File: config.mk
export PLATFORM = sky130hd
export DESIGN_NAME = oag_operand_address_mode_generator
export DESIGN_NICKNAME = d
export VERILOG_FILES = /design/src/oag_pkg.sv /design/src/oag_operand_address_mode_generator.sv
export SDC_FILE = /design/constraint.sdc
export NUM_CORES = 1
export LEC_CHECK = 0
export BUFFER_PORTS_ARGS = -buffer_cell sky130_fd_sc_hd__buf_2
export CAP_MARGIN = 20
export CORE_MARGIN = 2
export CORE_UTILIZATION = 32
export CTS_CLUSTER_DIAMETER = 60
export DETAILED_ROUTE_END_ITERATION = 6
export PLACE_DENSITY = 0.51
export REMOVE_ABC_BUFFERS = 1
export SLEW_MARGIN = 10
export SYNTH_ARGS = -nofsm -noshare
export SYNTH_HDL_FRONTEND = slang
export SYNTH_SLANG_ARGS = --single-unit
export TNS_END_PERCENT = 10
File: constraint.sdc
create_clock -name clk_sys -period 2.3 [get_ports clk_sys]
set_clock_uncertainty 0.05 [all_clocks]
set_input_delay 0.46 -clock clk_sys [delete_from_list [all_inputs] [get_ports clk_sys]]
set_output_delay 0.46 -clock clk_sys [all_outputs]
set_load 0.05 [all_outputs]
File: src/oag_pkg.sv
// package for the operand address mode generator
// assumes a 13-bit word machine with 5-bit bank controls and 17-bit storage addresses
package oag_pkg;
	localparam int WORD_W = 13;
	localparam int ADDR_W = 17;
	localparam int BANK_W = 5;
	localparam int E_W    = 6;
	localparam logic [12:0] SPEC_ADDR_A  = 13'h0fff;
	localparam logic [12:0] SPEC_ADDR_G  = 13'h1fff;
	localparam logic [4:0]  BANK_ZERO    = 5'h00;
	localparam logic [12:0] PC_STEP_ONE  = 13'h0001;
	localparam logic [12:0] PC_STEP_TWO  = 13'h0002;
	localparam logic [12:0] MASK_12      = 13'h0fff;
	localparam logic [12:0] MASK_13      = 13'h1fff;
	typedef enum {
		OAG_IDLE,
		OAG_PTR_WAIT,
		OAG_DONE
	} oag_state_e;
	typedef enum logic [3:0] {
		OAG_MODE_INDEX,
		OAG_MODE_REL_LONG,
		OAG_MODE_PTR_LONG,
		OAG_MODE_CONST,
		OAG_MODE_DIRECT,
		OAG_MODE_INDIRECT,
		OAG_MODE_FORWARD,
		OAG_MODE_BACKWARD,
		OAG_MODE_SPECIFIC,
		OAG_MODE_NOADDR
	} oag_mode_e;
endpackage : oag_pkg

File: src/oag_operand_address_mode_generator.sv
// operand effective address and next-pc sequencing for the banked word machine
// assumes a memory port that answers a pointer read with rd_valid one or more clocks later
// assumes every request input comes from decode logic on clk_sys, so none is synchronised
`timescale 1ns/100ps
`default_nettype none
module oag_operand_address_mode_generator (
	// clock and reset
	input  wire logic                        clk_sys,
	input  wire logic                        rst_n,
	// instruction request
	input  wire logic                        start,
	input  wire oag_pkg::oag_mode_e          mode,
	input  wire logic [oag_pkg::E_W-1:0]     e_field,
	input  wire logic [oag_pkg::WORD_W-1:0]  g_word,
	input  wire logic [oag_pkg::WORD_W-1:0]  pc,
	input  wire logic                        wide_mode,
	input  wire logic                        is_store,
	input  wire logic                        take_jump,
	// bank controls
	input  wire logic [oag_pkg::BANK_W-1:0]  bank_direct,
	input  wire logic [oag_pkg::BANK_W-1:0]  bank_indirect,
	input  wire logic [oag_pkg::BANK_W-1:0]  bank_relative,
	// pointer read port
	output logic                             rd_req,
	output logic [oag_pkg::ADDR_W-1:0]       rd_addr,
	input  wire logic                        rd_valid,
	input  wire logic [oag_pkg::WORD_W-1:0]  rd_data,
	// result
	output logic                             done,
	output logic                             busy,
	output logic [oag_pkg::ADDR_W-1:0]       opnd_addr,
	output logic                             opnd_is_imm,
	output logic [oag_pkg::WORD_W-1:0]       opnd_imm,
	output logic                             opnd_write,
	output logic [oag_pkg::WORD_W-1:0]       next_pc
);
	import oag_pkg::*;

	// ********************************************************************
	// helper functions
	// ********************************************************************
	// the shared bit: bank lsb in 12-bit mode, address msb in 13-bit mode
	function automatic logic [ADDR_W-1:0] join_addr(input logic [BANK_W-1:0] bank,
			input logic [WORD_W-1:0] addr, input logic wide);
		logic [ADDR_W-1:0] r;
		if (wide) begin
			r = {bank[BANK_W-1:1], addr};
		end else begin
			r = {bank, addr[WORD_W-2:0]};
		end
		return r;
	endfunction : join_addr

	// wrap at the active width so a relative address never leaves its bank
	function automatic logic [WORD_W-1:0] wrap(input logic [WORD_W-1:0] v, input logic wide);
		logic [WORD_W-1:0] r;
		r = v & (wide ? MASK_13 : MASK_12);
		return r;
	endfunction : wrap

	// ********************************************************************
	// state
	// ********************************************************************
	// sequencing
	oag_state_e              state_q, state_d;
	logic                    busy_q, busy_d;
	logic                    rd_req_q, rd_req_d;
	logic [ADDR_W-1:0]       rd_addr_q, rd_addr_d;
	logic                    done_q, done_d;

	// results, held until the next start; in pointer modes addr_q loads later, with done
	logic [ADDR_W-1:0]       addr_q, addr_d;
	logic                    imm_q, imm_d;
	logic [WORD_W-1:0]       imm_val_q, imm_val_d;
	logic                    wr_q, wr_d;
	logic [WORD_W-1:0]       npc_q, npc_d;

	// taken with start, read when the pointer word returns
	logic [WORD_W-1:0]       add_g_q, add_g_d;
	logic                    wide_q, wide_d;
	logic [BANK_W-1:0]       ibank_q, ibank_d;

	// derived from the request; ptr_sum from the returned pointer word
	logic [WORD_W-1:0]       e_ext;
	logic [WORD_W-1:0]       pc1;
	logic [WORD_W-1:0]       pc2;
	logic [WORD_W-1:0]       rel_long;
	logic [WORD_W-1:0]       rel_fwd;
	logic [WORD_W-1:0]       rel_back;
	logic [ADDR_W-1:0]       spec_addr;
	logic [WORD_W-1:0]       ptr_sum;

	assign e_ext = {{(WORD_W-E_W){1'b0}}, e_field};
	assign pc1   = wrap(pc + PC_STEP_ONE, wide_mode);
	assign pc2   = wrap(pc + PC_STEP_TWO, wide_mode);

	// ********************************************************************
	// relative and fixed addresses
	// ********************************************************************
	// each sum wraps once and feeds both the operand and the jump path;
	// g is added modulo width, so a negative g points backward
	assign rel_long  = wrap(pc + g_word, wide_mode);
	assign rel_fwd   = wrap(pc + e_ext, wide_mode);
	assign rel_back  = wrap(pc - e_ext, wide_mode);
	// bank zero whatever the controls hold
	assign spec_addr = join_addr(BANK_ZERO,
		wide_mode ? SPEC_ADDR_G : SPEC_ADDR_A, wide_mode);
	// stored g is never written back: only the sum is used
	assign ptr_sum   = wrap(rd_data + add_g_q, wide_q);

	// ********************************************************************
	// next state
	// ********************************************************************
	always_comb begin
		state_d   = state_q;
		rd_req_d  = 1'b0;
		rd_addr_d = rd_addr_q;
		done_d    = 1'b0;
		addr_d    = addr_q;
		imm_d     = imm_q;
		imm_val_d = imm_val_q;
		wr_d      = wr_q;
		npc_d     = npc_q;
		add_g_d   = add_g_q;
		wide_d    = wide_q;
		ibank_d   = ibank_q;
		case (state_q)
			OAG_IDLE: begin
				if (start) begin
					wide_d  = wide_mode;
					ibank_d = bank_indirect;
					imm_d   = 1'b0;
					wr_d    = 1'b0;
					add_g_d = '0;
					state_d = OAG_DONE;
					done_d  = 1'b1;
					case (mode)
						OAG_MODE_INDEX: begin
							rd_req_d  = 1'b1;
							rd_addr_d = join_addr(bank_direct, e_ext, wide_mode);
							add_g_d   = g_word;
							npc_d     = pc2;
							state_d   = OAG_PTR_WAIT;
							done_d    = 1'b0;
						end

						OAG_MODE_REL_LONG: begin
							addr_d = join_addr(bank_relative, rel_long, wide_mode);
							npc_d  = take_jump ? rel_long : pc2;
						end

						OAG_MODE_PTR_LONG: begin
							rd_req_d  = 1'b1;
							rd_addr_d = join_addr(bank_direct, g_word, wide_mode);
							npc_d     = pc2;
							state_d   = OAG_PTR_WAIT;
							done_d    = 1'b0;
						end

						OAG_MODE_CONST: begin
							imm_d     = ~is_store;
							imm_val_d = g_word;
							addr_d    = join_addr(bank_relative, pc1, wide_mode);
							wr_d      = is_store;
							npc_d     = pc2;
						end

						OAG_MODE_DIRECT: begin
							addr_d = join_addr(bank_direct, e_ext, wide_mode);
							npc_d  = pc1;
						end

						OAG_MODE_INDIRECT: begin
							rd_req_d  = 1'b1;
							rd_addr_d = join_addr(bank_direct, e_ext, wide_mode);
							npc_d     = pc1;
							state_d   = OAG_PTR_WAIT;
							done_d    = 1'b0;
						end

						OAG_MODE_FORWARD: begin
							addr_d = join_addr(bank_relative, rel_fwd, wide_mode);
							npc_d  = take_jump ? rel_fwd : pc1;
						end

						OAG_MODE_BACKWARD: begin
							addr_d = join_addr(bank_relative, rel_back, wide_mode);
							npc_d  = take_jump ? rel_back : pc1;
						end

						OAG_MODE_SPECIFIC: begin
							addr_d = spec_addr;
							npc_d  = pc1;
						end

						OAG_MODE_NOADDR: begin
							imm_d     = 1'b1;
							imm_val_d = e_ext;
							npc_d     = pc1;
						end

						default: begin
							imm_d     = 1'b1;
							imm_val_d = e_ext;
							npc_d     = pc1;
						end
					endcase
				end
			end

			OAG_PTR_WAIT: begin
				if (rd_valid) begin
					addr_d  = join_addr(ibank_q, ptr_sum, wide_q);
					done_d  = 1'b1;
					state_d = OAG_DONE;
				end
			end

			OAG_DONE: begin
				// a late rd_valid here is ignored
				state_d = OAG_IDLE;
			end

			default: begin
				state_d = OAG_IDLE;
			end
		endcase

		// busy follows the next state so the port comes from a flip-flop
		busy_d = (state_d != OAG_IDLE);
	end

	// ********************************************************************
	// registers
	// ********************************************************************
	always_ff @(posedge clk_sys or negedge rst_n) begin
		if (!rst_n) begin
			state_q   <= OAG_IDLE;
			busy_q    <= 1'b0;
			rd_req_q  <= 1'b0;
			rd_addr_q <= '0;
			done_q    <= 1'b0;
			addr_q    <= '0;
			imm_q     <= 1'b0;
			imm_val_q <= '0;
			wr_q      <= 1'b0;
			npc_q     <= '0;
			add_g_q   <= '0;
			wide_q    <= 1'b0;
			ibank_q   <= '0;
		end else begin
			state_q   <= state_d;
			busy_q    <= busy_d;
			rd_req_q  <= rd_req_d;
			rd_addr_q <= rd_addr_d;
			done_q    <= done_d;
			addr_q    <= addr_d;
			imm_q     <= imm_d;
			imm_val_q <= imm_val_d;
			wr_q      <= wr_d;
			npc_q     <= npc_d;
			add_g_q   <= add_g_d;
			wide_q    <= wide_d;
			ibank_q   <= ibank_d;
		end
	end

	// ********************************************************************
	// outputs
	// ********************************************************************
	// every port is a register, so no decode glitch reaches the pins
	assign rd_req      = rd_req_q;
	assign rd_addr     = rd_addr_q;
	assign done        = done_q;
	assign busy        = busy_q;
	assign opnd_addr   = addr_q;
	assign opnd_is_imm = imm_q;
	assign opnd_imm    = imm_val_q;
	assign opnd_write  = wr_q;
	assign next_pc     = npc_q;
endmodule : oag_operand_address_mode_generator
`default_nettype wire

==> results.yml <==
layout:
  multi_input_area_um2: 5060
  final_common_cell: "buf_4"
  n_antenna_cell: 0
  syn_to_final_growth_pct: 51.9
  mostFrequentLayoutCells: "218 x buf_4, 161 x nand2_1, 125 x buf_2, 115 x dfrtp_1, 65 x nor2_1"
  n_fill_cell: 2288
  regArea_um2: 2900
  nets: 1374
  final_cell_area_um2: 11600
  final_layout_size_suffix_gt1_share_pct: 40.5
place:
  gp_congestion: 0.965
  dpl_cell_area_um2: 10300
  dp_hpwl_mm: 24.3
  portBuffers: 135
logic_synthesis:
  netlist_area_um2: 7650
  synth_async_sr_flop_share_pct: 100
  ys_types: 91
  ys_seq_area_share_pct: 37.9
  syn-instance-count: 895
  avgSynthCellArea_um2: 8.55
  synth_edf_count: 0
  yosysWarningCount: 0
  ys_ff_latch: 116
  yosys_most_used_dff: "dfrtp_1"
critical_path:
  critPathSlowestCell: "a2111o_1"
  path_class: "primary input to register"
  crit_fanout: 5
  crit_family: "compound AO/OA/AOI/OAI gates"
  r2r_end: "opnd_addr[8]"
  crit_required_ns: 2.59
  crit_top_cell: "o31ai_4"
  path_buf_inv: 2
  r2r_setup_slack_ns: -0.04
  arrival_ns: 2.65
  cp-start-kind: "primary input"
  cp-end-kind: "register"
  cpPeakStageDelay_ns: 0.46
  path_cells: "buf_12 -> ha_4 -> inv_2 -> fa_2 -> nor2b_4 -> o31ai_4 -> a211oi_2 -> a2111o_1 -> o31ai_4 -> xnor2_2 -> o221ai_2 -> a31oi_1"
  reg2reg_depth: 11
  reg2reg_from: "add_g_q[0]"
power:
  p_seq_share_pct: 33.5
  combPwrFrac_pct: 21.7
  leakagePower_nw: 5.74
  peakVddDrop_uv: 485
  p_total_mw: 6.20
  clkPwrFrac_pct: 44.9
  p_switching_mw: 1.86
  power_density_nw_per_um2: 534
  p_int_mw: 4.34
  switching_share_pct: 30.0
sta:
  setup_viol: 4
  worst_slew_pin_slew_ns: 0.620
  maxSlewHeadroom_pct: 57.6
  fin_crit_sh_pct: 102
  rsz0062_at_grt: "true"
  drv_slew: 0
  layout_setup_ws_ns: -0.0569
  period_minus_slack_ns: 2.36
  max_freq_mhz: 424
  hold_violations: 0
outcome:
  failed_checks: "setup timing"
  status: "finished with violations"
detailed_routing:
  route.detailed.drc: 0
  detail-route-antenna-nets: 0
  drt_iter0_markers: 544
  detail_route.wl_per_cell_um: 19.2
  wirelength_mm: 30.6
  viasPerCell: 5.09
  detail_route.first_pass.iterations: 5
  num_vias: 8102
job:
  cap_violations: 0
clock_network:
  cts_buffers: 17
  cts-root-buf: "clkbuf_16"
  clock-sinks: 116
  cts.path.max_buffers: 2
  clk_pin_slew_ns: 0.06
  cts_htree_levels: 4
  clk_latency_ns: 0.42
  cts_tree: "yes"
grt:
  grt_usage_pct: 25.1
  antenna_found_initial: 0
  grt_max_degree: 70
  grt-ovfl-total: 0
  grt_pass1_vias: 8132
  grt_pass1_wl_mm: 46.9
floorplan:
  fp.coreArea_um2: 23500
  die_height_um: 159
  die_w_um: 159
  die_area_um2: 25200
  initial_core_util_pct: 32.6
  ios: 136
  rows: 56
min_path:
  hp-start: "bank_indirect[3]"
  hold_depth: 3
  holdPathEnd: "ibank_q[3]"
  hp-class: "primary input to register"
stage by stage:
step / TNS (ns) / setup WS, ns / utilization, % / instances / hold slack (ns)
6_report: -0.151 / -0.0569 / 49.5 / 1593 / 0.177
5_1_grt: -1.26 / -0.188 / 49.5 / 1593 / 0.184
4_1_cts: -0.433 / -0.0889 / 47.8 / 1585 / 0.166
3_5_place_dp: -10.95 / -0.672 / 44.0 / 1552 / 0.223
3_3_place_gp: -10.30 / -0.653 / 44.0 / 1552 / 0.222
2_1_floorplan: -9.86 / -0.361 / - / 880 / 0.114
cells by family (layout without fill, tap and decap cells):
family	Yosys count	in the layout	share of synthesized area, %
other cells	1	30	0.0490
buf+inv	69	419	4.30
compound gates	249	249	22.3
flops	116	116	37.9
xor+xnor	34	34	3.89
mux	3	3	0.393
fa+ha+maj	42	42	7.26
simple gates	381	381	23.9
synth_stat cells (all sizes together), types with 8 or more instances:
| master | n | share of area [%] |
|---|---|---|
| nand2 | 166 | 8.2 |
| dfrtp | 116 | 38 |
| nor2 | 69 | 3.4 |
| o21ai | 63 | 4.1 |
| a21oi | 60 | 4.0 |
| nand3 | 40 | 2.6 |
| ha | 38 | 6.2 |
| clkbuf | 25 | 1.6 |
| inv | 25 | 1.2 |
| nor3 | 22 | 1.6 |
| xnor2 | 22 | 2.5 |
| a31oi | 21 | 1.7 |
| buf | 19 | 1.4 |
| nand2b | 15 | 1.5 |
| a221oi | 12 | 1.5 |
| nor2b | 12 | 1.1 |
| xor2 | 12 | 1.4 |
| a211oi | 11 | 1.1 |
| nor4 | 10 | 0.82 |
| a221o | 8 | 1.0 |
| and2 | 8 | 0.65 |
| or3 | 8 | 0.72 |
power groups by stage:
stage / Clock [mW] / Combinational [mW] / Sequential [mW]
after floorplan: 0 / 0.502 / 2.11
after global placement: 0 / 1.18 / 2.11
after detailed placement: 0 / 1.17 / 2.11
after CTS: 2.83 / 1.24 / 2.07
after global routing: 2.92 / 1.45 / 2.08
final: 2.78 / 1.35 / 2.08
worst register-to-register path, delay by kind of cell, from the launching register on:
| family | cells | cell delay (ns) |
|---|---|---|
| buffers and inverters | 1 | 0.05 |
| AND/OR/NAND/NOR | 2 | 0.26 |
| XOR/XNOR | 1 | 0.16 |
| adder cells (fa/ha/maj) | 2 | 0.53 |
| AO/OA/AOI/OAI | 5 | 0.72 |
| flip-flops | 1 | 0.43 |
flip-flops by register name (all words and copies together), names as in the netlist, 5 cells and up:
register / count
state_q: 32
opnd_addr: 17
rd_addr: 17
add_g_q: 13
next_pc: 13
opnd_imm: 13
ibank_q: 5
layout make-up:
class	count	area share, %
clock inverter	15	1.59
tap	319	3.43
clock buffer	17	3.66
sequential	116	25.0
inverter	25	0.851
multi-input combinational	739	43.6
timing repair buffer	362	21.9
per-layer routing:
layer / vias up / GRT usage (%) / routed length (um)
met5: - / 0 / 0
met4: 0 / 8.58 / 857
met3: 48 / 5.06 / 1640
met2: 238 / 41.1 / 14500
met1: 3882 / 33.2 / 13600
li1: 3934 / - / -
how the worst max path moves through the flow:
stage | startpoint | end | slack [ns] | cells after the start
finish | pc[0] | opnd_addr[12] | -0.06 | 12
global route | add_g_q[0] | opnd_addr[9] | -0.19 | 11
CTS | pc[1] | next_pc[11] | -0.09 | 11
detailed placement | pc[0] | opnd_addr[8] | -0.67 | 14
global placement | pc[0] | opnd_addr[6] | -0.65 | 12
floorplan | mode[0] | opnd_addr[2] | -0.36 | 7
timing repair:
item,4_1_cts,5_1_grt
endpoints found under the hold margin,4,0
setup buffers,1,8
setup endpoints to repair,29,54
hold buffers,1,0
resized for setup,56,75
pin swaps,32,33
(Power assumes the default switching activity.)
